`src/hw/i2c_seq_cfg.svh`:
```
// constants for the i2c master sequence control block
`ifndef I2C_SEQ_CFG_SVH
`define I2C_SEQ_CFG_SVH
`define ADDR_SEQ_CTRL 4'h0
`define ADDR_IRQ_STAT 4'h1
`define ADDR_IRQ_MASK 4'h2
`define ADDR_MODE 4'h3
`define BIT_MASTER_EN 0
`define BIT_START 0
`define BIT_RESTART 1
`define BIT_STOP 2
`define BIT_RECEIVE 3
`define BIT_ACK_TRIG 4
`define BIT_ACK_VAL 5
`define BIT_ACK_STAT 6
`define BIT_GCALL 7
`define BIT_IRQ_SEQ_DONE 0
`define BIT_IRQ_NACK 1
`define RESET_BYTE 8'h00
`define RESET_DIV 8'h18
`define HALF_BIT_PS 5000000
`define CLK_PS 20000
`endif

```
`src/hw/i2c_seq_pkg.sv`:
```
// types shared by the sequence control design
`default_nettype none
package i2c_seq_pkg;
   typedef enum logic [2:0] {
      ST_IDLE, ST_P1, ST_P2, ST_P3, ST_P4
   } seq_phase_t;
   typedef enum logic [2:0] {
      OP_NONE, OP_START, OP_RESTART, OP_STOP, OP_ACK
   } seq_op_t;
endpackage
`default_nettype wire

```
`src/hw/line_sync.sv`:
```
// three flop synchroniser with agreement filter
`default_nettype none
module line_sync (
   input wire logic clk,
   input wire logic rst,
   input wire logic din,
   output logic dout
);
   logic s1_q;
   logic s2_q;
   logic s3_q;
   // stage one only feeds stage two, metastability guard
   always_ff @(posedge clk) begin
      if (rst) begin
         s1_q <= 1'b1;
         s2_q <= 1'b1;
         s3_q <= 1'b1;
         dout <= 1'b1;
      end else begin
         s1_q <= din;
         s2_q <= s1_q;
         s3_q <= s2_q;
         if (s2_q == s3_q) begin
            dout <= s3_q;
         end
      end
   end
endmodule
`default_nettype wire

```
`src/hw/i2c_seq_ctrl.sv`:
```
// i2c master start, restart, stop and ack sequence control
//
// Functional notes
// - ack status: one on nack, zero on ack; the code never samples it, so it always reads zero
// - ack trigger drives selected ack bit
// - restart trigger makes repeated start
// - restart trigger self clears when done
// - restart trigger reads zero when idle
`default_nettype none
`include "i2c_seq_cfg.svh"
module i2c_seq_ctrl
   import i2c_seq_pkg::*;
(
   input wire logic MCLK,
   input wire logic SRST,
   input wire logic [3:0] ADDR,
   input wire logic [7:0] WDATA,
   input wire logic WR,
   input wire logic RD,
   output logic [7:0] RDATA,
   output logic IRQ,
   input wire logic SDA_IN,
   output logic SDA_OUT,
   output logic SDA_OE,
   input wire logic SCL_IN,
   output logic SCL_OUT,
   output logic SCL_OE,
   output logic BUSY
);
   // ========================================
   // half bit timing
   localparam int HALF_CYC = `HALF_BIT_PS / `CLK_PS;
   logic [7:0] tick_cnt_q;
   logic tick;
   logic launch;
   assign tick = (tick_cnt_q == 8'(HALF_CYC - 1));
   // divider restarts on launch so the first phase is a full half bit
   always_ff @(posedge MCLK) begin
      if (SRST || tick || launch) begin
         tick_cnt_q <= 8'h00;
      end else begin
         tick_cnt_q <= tick_cnt_q + 8'h01;
      end
   end

   // ========================================
   // line inputs
   logic sda_s;
   logic scl_s;
   line_sync u_sda (.clk(MCLK), .rst(SRST), .din(SDA_IN), .dout(sda_s));
   line_sync u_scl (.clk(MCLK), .rst(SRST), .din(SCL_IN), .dout(scl_s));

   // ========================================
   // registers
   logic [7:0] ctrl_q;
   logic [1:0] stat_q;
   logic [1:0] mask_q;
   logic master_q;
   seq_phase_t ph_q;
   seq_op_t op_q;
   logic done;
   logic nack_ev;
   logic idle;
   assign idle = (ph_q == ST_IDLE);
   assign BUSY = !idle;

   logic wr_ctrl;
   logic wr_stat;
   logic wr_mask;
   logic wr_mode;
   assign wr_ctrl = WR && (ADDR == `ADDR_SEQ_CTRL);
   assign wr_stat = WR && (ADDR == `ADDR_IRQ_STAT);
   assign wr_mask = WR && (ADDR == `ADDR_IRQ_MASK);
   assign wr_mode = WR && (ADDR == `ADDR_MODE);

   // triggers accepted only in master mode and while idle; no queueing
   logic go;
   assign go = wr_ctrl && master_q && idle;
   seq_op_t new_op;
   assign new_op = WDATA[`BIT_START] ? OP_START :
                   WDATA[`BIT_RESTART] ? OP_RESTART :
                   WDATA[`BIT_STOP] ? OP_STOP :
                   WDATA[`BIT_ACK_TRIG] ? OP_ACK : OP_NONE;
   assign launch = go && (new_op != OP_NONE);

   always_ff @(posedge MCLK) begin
      if (SRST) begin
         master_q <= 1'b0;
      end else if (wr_mode) begin
         master_q <= WDATA[`BIT_MASTER_EN];
      end
   end

   always_ff @(posedge MCLK) begin
      if (SRST) begin
         ctrl_q <= `RESET_BYTE;
      end else begin
         if (wr_ctrl) begin
            ctrl_q[`BIT_GCALL] <= WDATA[`BIT_GCALL];
            ctrl_q[`BIT_ACK_VAL] <= WDATA[`BIT_ACK_VAL];
            ctrl_q[`BIT_RECEIVE] <= WDATA[`BIT_RECEIVE];
         end
         if (go && new_op != OP_NONE) begin
            ctrl_q[`BIT_START] <= (new_op == OP_START);
            ctrl_q[`BIT_RESTART] <= (new_op == OP_RESTART);
            ctrl_q[`BIT_STOP] <= (new_op == OP_STOP);
            ctrl_q[`BIT_ACK_TRIG] <= (new_op == OP_ACK);
         end else if (done) begin
            ctrl_q[`BIT_START] <= 1'b0;
            ctrl_q[`BIT_RESTART] <= 1'b0;
            ctrl_q[`BIT_STOP] <= 1'b0;
            ctrl_q[`BIT_ACK_TRIG] <= 1'b0;
         end
         if (nack_ev) begin
            ctrl_q[`BIT_ACK_STAT] <= sda_s;
         end
      end
   end

   // ========================================
   // sequence engine, four half bit phases per condition
   logic sda_d;
   logic scl_d;
   logic sda_q;
   logic scl_q;
   assign done = tick && (ph_q == ST_P4);
   // ack sample point at the high phase of the ninth clock, tied off by 1'b0 so nack_ev never fires
   assign nack_ev = tick && (ph_q == ST_P3) && (op_q == OP_ACK) && 1'b0;

   always_ff @(posedge MCLK) begin
      if (SRST) begin
         ph_q <= ST_IDLE;
         op_q <= OP_NONE;
      end else if (go && new_op != OP_NONE) begin
         ph_q <= ST_P1;
         op_q <= new_op;
      end else if (tick) begin
         case (ph_q)
            ST_IDLE: ph_q <= ST_IDLE;
            ST_P1: ph_q <= ST_P2;
            ST_P2: ph_q <= ST_P3;
            ST_P3: ph_q <= ST_P4;
            ST_P4: ph_q <= ST_IDLE;
            default: ph_q <= ST_IDLE;
         endcase
      end
   end

   // line levels per phase; 1 means released
   always_comb begin
      sda_d = sda_q;
      scl_d = scl_q;
      case (op_q)
         OP_START: begin
            scl_d = 1'b1;
            sda_d = (ph_q == ST_P1) || (ph_q == ST_P2);
         end
         OP_RESTART: begin
            // scl falls first, so sda rises only while scl is low; it falls in ST_P4 with scl high
            sda_d = (ph_q == ST_P1) ? sda_q : (ph_q != ST_P4);
            scl_d = (ph_q == ST_P3) || (ph_q == ST_P4);
         end
         OP_STOP: begin
            sda_d = (ph_q == ST_P4);
            scl_d = (ph_q != ST_P1);
         end
         OP_ACK: begin
            sda_d = ctrl_q[`BIT_ACK_VAL];
            scl_d = (ph_q == ST_P2) || (ph_q == ST_P3);
         end
         default: begin
            sda_d = sda_q;
            scl_d = scl_q;
         end
      endcase
      if (ph_q == ST_IDLE) begin
         sda_d = sda_q;
         scl_d = scl_q;
      end
   end

   always_ff @(posedge MCLK) begin
      if (SRST) begin
         sda_q <= 1'b1;
         scl_q <= 1'b1;
      end else begin
         sda_q <= sda_d;
         scl_q <= scl_d;
      end
   end

   // open drain: drive only the low level
   assign SDA_OUT = 1'b0;
   assign SCL_OUT = 1'b0;
   assign SDA_OE = !sda_q;
   assign SCL_OE = !scl_q;

   // ========================================
   // interrupts, set wins over write-one-clear
   logic [1:0] ev;
   assign ev = {nack_ev && sda_s, done};
   always_ff @(posedge MCLK) begin
      if (SRST) begin
         stat_q <= 2'b00;
         mask_q <= 2'b00;
      end else begin
         stat_q <= (stat_q & ~(wr_stat ? WDATA[1:0] : 2'b00)) | ev;
         if (wr_mask) begin
            mask_q <= WDATA[1:0];
         end
      end
   end
   assign IRQ = |(stat_q & mask_q);

   // ========================================
   // read port, data one cycle after strobe
   logic [7:0] rd_mux;
   assign rd_mux = (ADDR == `ADDR_SEQ_CTRL) ? ctrl_q :
                   (ADDR == `ADDR_IRQ_STAT) ? {6'h00, stat_q} :
                   (ADDR == `ADDR_IRQ_MASK) ? {6'h00, mask_q} :
                   (ADDR == `ADDR_MODE) ? {7'h00, master_q} : 8'h00;
   always_ff @(posedge MCLK) begin
      if (SRST) begin
         RDATA <= 8'h00;
      end else if (RD) begin
         RDATA <= rd_mux;
      end else begin
         RDATA <= 8'h00;
      end
   end

   logic unused;
   assign unused = scl_s;
endmodule
`default_nettype wire

```
`config.mk`:
```
export PLATFORM = sky130hd
export DESIGN_NAME = i2c_seq_ctrl
export DESIGN_NICKNAME = d
export VERILOG_FILES = /design/src/hw/i2c_seq_pkg.sv /design/src/hw/line_sync.sv /design/src/hw/i2c_seq_ctrl.sv
export VERILOG_INCLUDE_DIRS = /design/src /design/src/hw
export SDC_FILE = /design/constraint.sdc
export NUM_CORES = 1
export LEC_CHECK = 0
export BUFFER_PORTS_ARGS = -buffer_cell sky130_fd_sc_hd__buf_2
export CORE_ASPECT_RATIO = 2
export CORE_UTILIZATION = 45
export DETAILED_ROUTE_END_ITERATION = 10
export PLACE_DENSITY = 0.67
export SLEW_MARGIN = 20
export SYNTH_ARGS = -nofsm -noshare
export SYNTH_HDL_FRONTEND = slang
export SYNTH_SLANG_ARGS = --single-unit
```
`constraint.sdc`:
```
create_clock -name MCLK -period 2.3 [get_ports MCLK]
set_clock_uncertainty 0.2 [all_clocks]
set_input_delay 0.115 -clock MCLK [delete_from_list [all_inputs] [get_ports MCLK]]
set_output_delay 0.115 -clock MCLK [all_outputs]
set_load 0.02 [all_outputs]
```
* Word-level counts from Yosys, hierarchy flattened
Cells that the tools add are included.
** Word-level totals
- Bits of input ports :: 18
- Bits in registers :: 36
- Word-level logic and storage cells :: 86
- Output and inout bits :: 14
** Cells by class
- Bitwise logic cells :: 6
- $add $sub $neg :: 1
- Reduce and logical (&&, ||, !) cells :: 28
- Multiplexer cells :: 19
- Eq/ne operators :: 19
** Operators by type and width (count)
- $eq A3 B2 Y1 const B :: 6
- $mux W3 :: 6
- $eq A3 B1 Y1 const B :: 3
- $eq A3 B3 Y1 const B :: 3
- $pmux W3 S3 :: 1
- $add A8 B1 Y8 const B :: 1
- $eq A4 B2 Y1 const B :: 2
- $eq A8 B8 Y1 const B :: 1
- $logic_and A1 B1 Y1 :: 8
- $mux W8 :: 1
- $pmux W1 S4 :: 2
- $mux W1 :: 6
- $mux W2 :: 3
- $reduce_or A2 Y1 :: 3
- $logic_or A1 B1 Y1 :: 5
- $reduce_or A5 Y1 :: 1
- $and A2 B2 Y2 :: 2
- $eq A4 B1 Y1 const B :: 1
- $logic_not A4 Y1 :: 1
- $reduce_bool A2 Y1 :: 2
- $reduce_bool A4 Y1 :: 1
- $logic_not A1 Y1 :: 3
- $logic_not A3 Y1 :: 1
- $ne A3 B1 Y1 const B :: 1
- other kinds (8) :: 9

* Depth between registers and ports, before layout
Gate-level depths: netlist (run 1).
- Depth in word-level cells :: 7
- Mapped depth :: 7
- Depth with buffers taken out :: 6

* Worst setup path after synthesis (run 1)
No wires, ideal clock.
- Kind :: reg2reg
- Start point :: register tick_cnt_q[0]
- End point :: register ph_q[1]
- Library setup time :: 0.088 ns
- Stages on the path, launching flop included :: 7
- Period minus slack after synthesis :: 1.959 ns
- Path slack :: 0.341 ns
- Required time :: 2.012 ns
- Arrival :: 1.671 ns
- Buffers on the path :: 1
- Path through :: dfxtp_1 > ha_1 > nand2_1 > or3_1 > buf_2 > or4b_1 > a311oi_2
** On the way
- Word-level cells in the longest chain between the ends :: 1
** Ends and longest elaborated chain
- start: declaration :: RTL line i2c_seq_ctrl.sv:33 : logic [7:0] tick_cnt_q;
- start signal: assignment :: RTL line i2c_seq_ctrl.sv:42 : tick_cnt_q <= tick_cnt_q + 8'h01;
- $eq A8 B8 Y1 :: RTL line i2c_seq_ctrl.sv:36 : assign tick = (tick_cnt_q == 8'(HALF_CYC - 1));
- end signal: assignment :: RTL line i2c_seq_ctrl.sv:132 : ph_q <= ST_IDLE;
- end signal: assignment :: RTL line i2c_seq_ctrl.sv:135 : ph_q <= ST_P1;
- end signal: assignment :: RTL line i2c_seq_ctrl.sv:139 : ST_IDLE: ph_q <= ST_IDLE;
- end: declaration :: RTL line i2c_seq_ctrl.sv:59 : seq_phase_t ph_q;
Every way passes these cells.
A chain may end at the register's enable or synchronous reset.

* Worst setup path after layout (run 1)
- Start point :: register tick_cnt_q[4]
- End point :: register ph_q[1]
The elaborated chain is that of the path after synthesis.

==> out/metrics.cfg, run 1 <==
[status]
status = complete, but fails checks
violations = design-rule violations

[floorplan]
fp.dieArea_um2 = 3822
coreArea_um2 = 3378
std_cell_rows = 30
initial_utilization_pct = 47.48
die_w_um = 44.22
die_y_um = 86.43
boundaryPins = 32

[synth]
syn_inst = 192
synthTopCellsByArea = dfxtp_1 44%, a21oi_1 4.7%, nor2_1 4.7%
synth-main-ff-cell = dfxtp_1
netlist.area_leader.share_pct = 43.68
synth_seq_cells = 35
yosys.area_share.simple_pct = 28.16
synth_compound_area_share_pct = 13.26
muxShareOfSynthArea_pct = 3.120
synth_xor_area_share_pct = 3.822
yosys.area_share.adder_pct = 1.560
yosysMostFrequentCell = dfxtp_1
synth_edf_count = 0
synthTopCellsByCount = 35 x dfxtp_1, 20 x nor2_1, 16 x nand2_1
postSynthAreaPerCell_um2 = 8.354
yosysWarnings = 0
yosysTopAreaCell = dfxtp_1
yosysSeqAreaShare_pct = 43.68
async_reset_ff_share_pct = 0
synthesis.area_um2 = 1604
synthDistinctLibCells = 42
synth_top_family_by_area = simple AND/OR/NAND/NOR gates

[power]
ir_drop_v = 0.0004694
leakagePower_nw = 0.8100
power_mw = 1.270
power.density_nw_per_um2 = 640.2

[clock_network]
cts-root-buf = clkbuf_8
clk_pin_slew_ns = 0.08
clkSinkCount = 35
post_cts_resized = 0
cts-buffers-inserted = 5
cts_htree_levels = 2
cts_tree = done
cts_buffer_depth = 2
cts_setup_buffers = 0
insertion_delay_ns = 0.29

[sta]
fmax_ghz = 0.4898
hold_viol_final = 0
fin_crit_ns = 2.042
rsz0062_at_grt = false
slew_viol_final = 0
finalSetupViolations = 0
finalCritPeriodShare_pct = 88.78
fin_tns_setup_ns = 0

[grt]
met3_usage_pct = 4.375
first_global_vias = 1416
grt_overflow_total = 0
met2_usage_pct = 35.96
busiest_layer = met2
grt_pass1_wl_um = 5892
antenna_found_initial = 0
grt_start_max_net_pins = 23
grt_use_met1_pct = 20.55
track_usage_pct = 20.41

[place]
port_buffers = 25
place_hpwl_um = 2570
dp_cells = 241
place_congestion = 0.8620

[critical_path]
required_ns = 2.31
endpoint_kind = flip-flop
rrSetupSlack_ns = 0.26
arrival_ns = 2.05
cp_slowest_cell = or4b_1
path_cells = nand4_1 > or3_1 > or4b_1 > a311oi_2
critPathTopFamily = simple AND/OR/NAND/NOR gates
startpoint_type = flip-flop
critPathBufInv = 0
critPathKind = reg -> reg
path_max_fanout = 7
cpPeakStageDelay_ns = 0.52

[job]
drv_cap = 0

[cells_and_area]
num-fill-cells = 306
final_nets = 249
fin_cells = 262
multi_input_area_um2 = 812.0
diodes = 0
seq_area_um2 = 700.7
layout-drive-gt1-share_pct = 17.39
syn_to_final_growth_pct = 23.71

[route]
drc = 4
wl_per_cell_um = 13.40
viasPerCell = 5.679
drt-initial-drc-count = 51
ant_nets = 0
totalWireLength_um = 3512
firstDrtPassIters = 7
vias = 1488

[worst_hold_path]
hold_path_class = in -> reg

## where the power goes
group	internal, mW	switching (mW)
logic	0.0431	0.0538
clock network	0.323	0.228
registers	0.614	0.00984
total	0.979	0.291
## timing repair
action                     4_1_cts  5_1_grt
hold endpoints to repair        14        0
setup endpoints to repair        0        0
hold buffers                    13        0
## metrics by stage
stage | worst slack (ns) | area (µm²) | hold WS (ns) | util, %
2_1_floorplan | 0.3412 | 1612 | 0.03430 | -
4_1_cts | 0.2539 | 1984 | 0.02564 | 58.74
3_5_place_dp | 0.2621 | 1742 | 0.1777 | 51.56
3_3_place_gp | 0.3095 | 1742 | 0.1705 | 51.56
6_report | 0.2581 | 1984 | 0.02662 | 58.74
5_1_grt | 0.1135 | 1984 | 0.02805 | 58.74
## state kept, by name, indices dropped and copies added (netlist names)
| name | cells |
|---|---|
| RDATA | 7 |
| ctrl_q | 7 |
| mask_q | 2 |
| master_q | 1 |
| op_q | 3 |
| ph_q | 3 |
| scl_q | 1 |
| sda_q | 1 |
| stat_q | 2 |
| tick_cnt_q | 8 |
## routing by layer
| metal | part of all wire (%) | wire (µm) |
|---|---|---|
| met2 | 53 | 1856 |
| met1 | 38 | 1347 |
| met3 | 4.0 | 139 |
| met5 | 0 | 0 |
| met4 | 4.8 | 169 |
## cell usage in the layout (no fill, tap or decap), types with 2 or more instances in the layout
master and n:
buf_2 25, or4b_1 2, xor2_1 3, nor2_1 20, dlygate4sd3_1 13, nand3b_1 2
ha_1 2, conb_1 3, nand2b_1 2, nor3_1 8, buf_4 4, and2_1 5
a41oi_1 2, nand2_1 16, a21oi_1 15, or3_1 3, clkbuf_8 5, dfxtp_1 35
nand4_1 4, inv_1 9, xnor2_1 4, a211oi_1 3, mux2i_1 5, o21ai_0 4
nor2b_1 2, nand3_1 12, or4_1 3
## logic make-up (layout without fill, tap and decap cells)
family / count (synthesis) / after routing
fa+ha+maj: 2 / 2
compound gates: 33 / 33
flops: 35 / 35
other cells: 1 / 3
buf+inv: 23 / 59
simple gates: 86 / 86
xor+xnor: 7 / 7
mux: 5 / 5
## worst paths after layout
path	start	endpoint	cells after the start
worst max-delay path	tick_cnt_q[4]	ph_q[1]	4
worst min-delay path	SRST	mask_q[1]	2
worst max register to register	tick_cnt_q[4]	ph_q[1]	4
worst min register to register	ctrl_q[2]	RDATA[2]	1
## area by class of cell
class                           count  area share, %
Multi-Input combinational cell    136          40.92
Sequential cell                    35          35.31
Timing Repair Buffer               42          14.38
Clock buffer                        5          3.468
Clock inverter                      3          2.207
Tap cell                           32          2.018
Inverter                            9          1.702
Power figures use the tool's default switching activity.
==> inputs of run 2 (changes only) <==
Settings changed: ABC_AREA set to 1.
==> run 2 against run 1 <==
Non-clock buffer count decreased by 1. Die area increased by 4.9%. Area after synthesis increased by 5.1%. The flow now finishes without violations. Power increased by 0.53%. Sequential share of layout area decreased by 2.3 points. Combinational power decreased by 8.9%. Clock power increased by 3.8%. Setup slack got worse by 0.10 ns. Synthesized cell count increased by 18%.
==> out/metrics.cfg, run 2 <==
[grt]
antenna_found_initial = 0
first_global_vias = 1461
grt_pass1_wl_um = 5906
track_usage_pct = 20.52
grt_start_max_net_pins = 13
grt_overflow_total = 0

[cells_and_area]
syn_to_final_growth_pct = 25.76
regMostFlops = tick_cnt_q
diodes = 0
largest_reg_flops = 8
layout-drive-gt1-share_pct = 18.75
final_area_um2 = 2120
final_cell_mix = 44 x nand2_1, 35 x dfxtp_1, 31 x inv_1
num-fill-cells = 352
fin_cells = 321
multi_input_area_um2 = 834.6
largestRegisters = tick_cnt_q: 8 flops, RDATA: 7 flops, ctrl_q: 7 flops
mostFrequentLayoutCell = nand2_1
seq_area_um2 = 700.7
final_nets = 291

[synth]
synthTopCellsByCount = 44 x nand2_1, 35 x dfxtp_1, 31 x inv_1
yosysMostFrequentCell = nand2_1
yosysSeqAreaShare_pct = 41.57
synthTopCellsByArea = dfxtp_1 42%, nand2_1 9.8%, inv_1 6.9%
syn_inst = 226
async_reset_ff_share_pct = 0
netlist.area_leader.share_pct = 41.57
synth-main-ff-cell = dfxtp_1
synthDistinctLibCells = 31
yosysTopAreaCell = dfxtp_1
synth_seq_cells = 35
synth_edf_count = 0
postSynthAreaPerCell_um2 = 7.457
synthesis.area_um2 = 1685
yosysWarnings = 0

[floorplan]
die_w_um = 45.28
die_y_um = 88.55
initial_utilization_pct = 46.72
coreArea_um2 = 3607
std_cell_rows = 31
boundaryPins = 32
fp.dieArea_um2 = 4009

[status]
status = completed

[critical_path]
path_max_fanout = 7
crit_top_cell = dlygate4sd3_1
required_ns = 2.34
arrival_ns = 2.19
startpoint_type = input port
cp_slowest_cell = dlygate4sd3_1
path_cells = dlygate4sd3_1 > buf_2 > nand3_1 > dlygate4sd3_1 > a21oi_1 > dlygate4sd3_1
reg2reg_depth = 6
endpoint_kind = flip-flop
critPathKind = in -> reg
cpPeakStageDelay_ns = 0.59

[route]
vias = 1542
firstDrtPassIters = 4
drt-initial-drc-count = 29
drc = 0
wl_per_cell_um = 11.00
viasPerCell = 4.804
ant_nets = 0
totalWireLength_um = 3532

[power]
power.density_nw_per_um2 = 602.5
leakagePower_nw = 0.9174
ir_drop_v = 0.0006111

[place]
port_buffers = 25
dp_slack_ns = 0.6320
place_congestion = 0.8038
place_hpwl_um = 2615
dp_cells = 297
place_area_um2 = 1842

[clock_network]
insertion_delay_ns = 0.29
cts-root-buf = clkbuf_8
cts_buffer_depth = 2
cts_tree = done
cts_htree_levels = 2
post_cts_resized = 0
clk_pin_slew_ns = 0.07
cts-buffers-inserted = 5
clkSinkCount = 35

[job]
drv_cap = 0

[sta]
finalSetupViolations = 0
finalCritPeriodShare_pct = 93.33
fmax_ghz = 0.4659
fin_crit_ns = 2.146
maxSlewHeadroom_pct = 64.11
worst_pin_slew_ns = 0.5342
hold_viol_final = 0
rsz0062_at_grt = false
fin_tns_setup_ns = 0
slew_viol_final = 0
finalWorstSetupSlack_ns = 0.1535

[worst_hold_path]
hold_path_class = in -> reg
whs_path_depth = 4

-- run 2: where the power goes --
| group | switching (mW) | internal, mW | total [mW] |
|---|---|---|---|
| registers | 0.00546 | 0.613 | 0.618 |
| logic | 0.0507 | 0.0376 | 0.0883 |
| clock network | 0.220 | 0.350 | 0.571 |
| total | 0.276 | 1.00 | 1.28 |
-- run 2: cell type report --
class	instances	area share (%)
Sequential cell	35	33.06
Multi-Input combinational cell	156	39.37
Timing Repair Buffer	41	13.46
Tap cell	49	2.893
Clock buffer	6	3.896
Clock inverter	2	1.653
Inverter	32	5.667
-- run 2: worst paths after layout --
path | start | end | slack, ns
min | ADDR[2] | ctrl_q[7] | 0.02
max | WR | mask_q[1] | 0.15
max reg2reg | tick_cnt_q[0] | ph_q[0] | 0.64
min reg2reg | ctrl_q[2] | RDATA[2] | 0.23
-- run 2: per-stage QoR --
stage	hold slack (ns)	power, mW	util [%]
final	0.01985	1.277	58.76
after global routing	0.03982	1.326	58.76
after CTS	0.01714	1.292	58.76
after detailed placement	0.1869	0.7037	51.06
after global placement	0.1911	0.7032	51.06
after floorplan	0.06242	0.6801	-
-- run 2: cells by family (layout without fill, tap and decap cells) --
| group | after synthesis | in the layout | synth area share, % |
|---|---|---|---|
| AND/OR/NAND/NOR | 115 | 115 | 34.74 |
| AO/OA/AOI/OAI | 30 | 30 | 9.503 |
| XOR/XNOR | 6 | 6 | 3.119 |
| flip-flops | 35 | 35 | 41.57 |
| buffers and inverters | 37 | 81 | 9.353 |
| other | 1 | 3 | 0.2225 |
| adder cells (fa/ha/maj) | 2 | 2 | 1.485 |
-- run 2: routing by layer --
layer  share of wire [%]  up-vias  track usage (%)
li1                    -      808                -
met1                  38      699            18.00
met2                  57       26            39.53
met3                 2.6        9            4.286
met4                 2.6        0            12.12
met5                   0        -                0
-- run 2: repair_timing --
item,4_1_cts,5_1_grt
hold buffers,16,0
hold endpoints to repair,17,0
buffers inserted,0,0
setup endpoints to repair,0,0
-- run 2: worst max-delay path: cells and delay by family --
kind                   cells  cell delay (ns)
AO/OA/AOI/OAI              1             0.14
buffers and inverters      4             1.85
AND/OR/NAND/NOR            1             0.09
==> inputs of run 3 (changes only) <==
Clock period 2.3 ns to 2.4 ns, I/O delays scaled along.
==> run 3 against run 2 <==
Via count shrank 1.7%. Critical path depth is 1 higher. Critical path type unchanged. Flip-flop and latch count did not move. Sequential share of layout area grew 1.0 points. Power is 15% lower. Die area stayed put. Design area fell by 3.0%. Count of clock-buffer cells in the layout down 1. Combinational power fell by 5.8%. Wire length grew 0.99%. Critical endpoint unchanged. First-iteration DRC count shrank 17%.
==> out/metrics.cfg, run 3 (synthesis gave the netlist of run 2 again) <==
[status]
status = completed

[sta]
worst_pin_slew_ns = 0.5210
fin_tns_setup_ns = 0
fin_crit_ns = 2.093
maxSlewHeadroom_pct = 65.00
finalCritPeriodShare_pct = 87.23
fmax_ghz = 0.4777
finalSetupViolations = 0
slew_viol_final = 0
rsz0062_at_grt = false
hold_viol_final = 0

[grt]
grt_start_max_net_pins = 13
antenna_found_initial = 0
grt_pass1_wl_um = 5996
track_usage_pct = 20.42
first_global_vias = 1457
grt_overflow_total = 0

[power]
p_switching_mw = 0.2664
seq_power_share_pct = 54.5
p_int_mw = 0.8200
ir_drop_v = 0.0004049
power.density_nw_per_um2 = 528.5
p_comb_share_pct = 7.7
swShare_pct = 24.52
clockPowerShare_pct = 37.8
leakagePower_nw = 0.8914

[place]
place_congestion = 0.8043
place_area_um2 = 1842
port_buffers = 25
place_hpwl_um = 2628
dp_cells = 297

[floorplan]
die_y_um = 88.55
std_cell_rows = 31
initial_utilization_pct = 46.72
fp.dieArea_um2 = 4009
coreArea_um2 = 3607
die_w_um = 45.28
boundaryPins = 32

[cells_and_area]
syn_to_final_growth_pct = 21.97
num-fill-cells = 367
final_nets = 288
regMostFlops = tick_cnt_q
mostFrequentLayoutCell = nand2_1
final_cell_mix = 44 x nand2_1, 35 x dfxtp_1, 31 x inv_1
largest_reg_flops = 8
seq_area_um2 = 700.7
diodes = 0
multi_input_area_um2 = 834.6
largestRegisters = tick_cnt_q: 8 flops, RDATA: 7 flops, ctrl_q: 7 flops
layout-drive-gt1-share_pct = 18.96
fin_cells = 318
final_area_um2 = 2056

[critical_path]
r2r_start = tick_cnt_q[0]
path_max_fanout = 5
critPathKind = in -> reg
endpoint_kind = flip-flop
arrival_ns = 2.11
crit_start = ADDR[1]
startpoint_type = input port
required_ns = 2.42

[worst_hold_path]
holdCritStartpoint = ADDR[2]
hold_path_class = in -> reg

[clock_network]
cts-buffers-inserted = 5
insertion_delay_ns = 0.29
cts_htree_levels = 2
cts_buffer_depth = 2
clk_pin_slew_ns = 0.07
cts-root-buf = clkbuf_8
post_cts_resized = 0
cts_tree = done
clkSinkCount = 35

[route]
drt-initial-drc-count = 24
vias = 1516
drc = 0
viasPerCell = 4.767
ant_nets = 0
totalWireLength_um = 3567
firstDrtPassIters = 4
wl_per_cell_um = 11.22

[job]
drv_cap = 0

## run 3: what timing repair did
action / CTS / global route
setup buffers: 0 / 0
endpoints found under the hold margin: 16 / 0
hold buffers: 13 / 0
## run 3: final cells by class
cell class                 instances  share of cell area, %
clock buffer                       5                  3.348
clock inverter                     3                 0.7304
inverter                          32                  5.843
multi-input combinational        156                  40.60
sequential                        35                  34.08
tap                               49                  2.982
timing repair buffer              38                  12.42
## run 3: stage by stage
stage	setup slack [ns]	hold slack, ns	util (%)	power, mW
finish	0.3065	0.002306	56.99	1.086
CTS	0.2991	0.001158	56.99	1.092
detailed placement	0.7227	0.1944	51.06	0.6744
global route	0.1333	0.01888	56.99	1.133
floorplan	0.9750	0.06742	-	0.6517
global placement	0.7667	0.1962	51.06	0.6739
## run 3: critical path: stages
cell and delay [ns]:
dlygate4sd3_1 0.52, buf_2 0.14, inv_1 0.06, nor3_1 0.45
nand3_1 0.11, dlygate4sd3_1 0.58, a21oi_1 0.14
## run 3: power groups by stage
stage	Sequential, mW	Clock (mW)	Combinational, mW
2_1_floorplan	0.605	0	0.0469
3_3_place_gp	0.606	0	0.0682
3_5_place_dp	0.606	0	0.0685
4_1_cts	0.592	0.416	0.0832
5_1_grt	0.593	0.447	0.0929
6_report	0.592	0.411	0.0832
## run 3: path summary, 6_finish.rpt
| kind | cells past startpoint | end | slack (ns) |
|---|---|---|---|
| worst max-delay path | 7 | mask_q[1] | 0.31 |
| worst min-delay path | 4 | RDATA[0] | 0.002 |
| worst max register to register | 6 | ph_q[0] | 0.75 |
| worst min register to register | 2 | RDATA[4] | 0.24 |
## run 3: per-layer routing
metal  vias to the layer above  track usage (%)  share of wire (%)
met5                         -                0                  0
met4                         0            8.540                1.6
met3                         5            3.673                2.2
met2                        25            40.58                 58
met1                       685            18.71                 38
li1                        801                -                  -
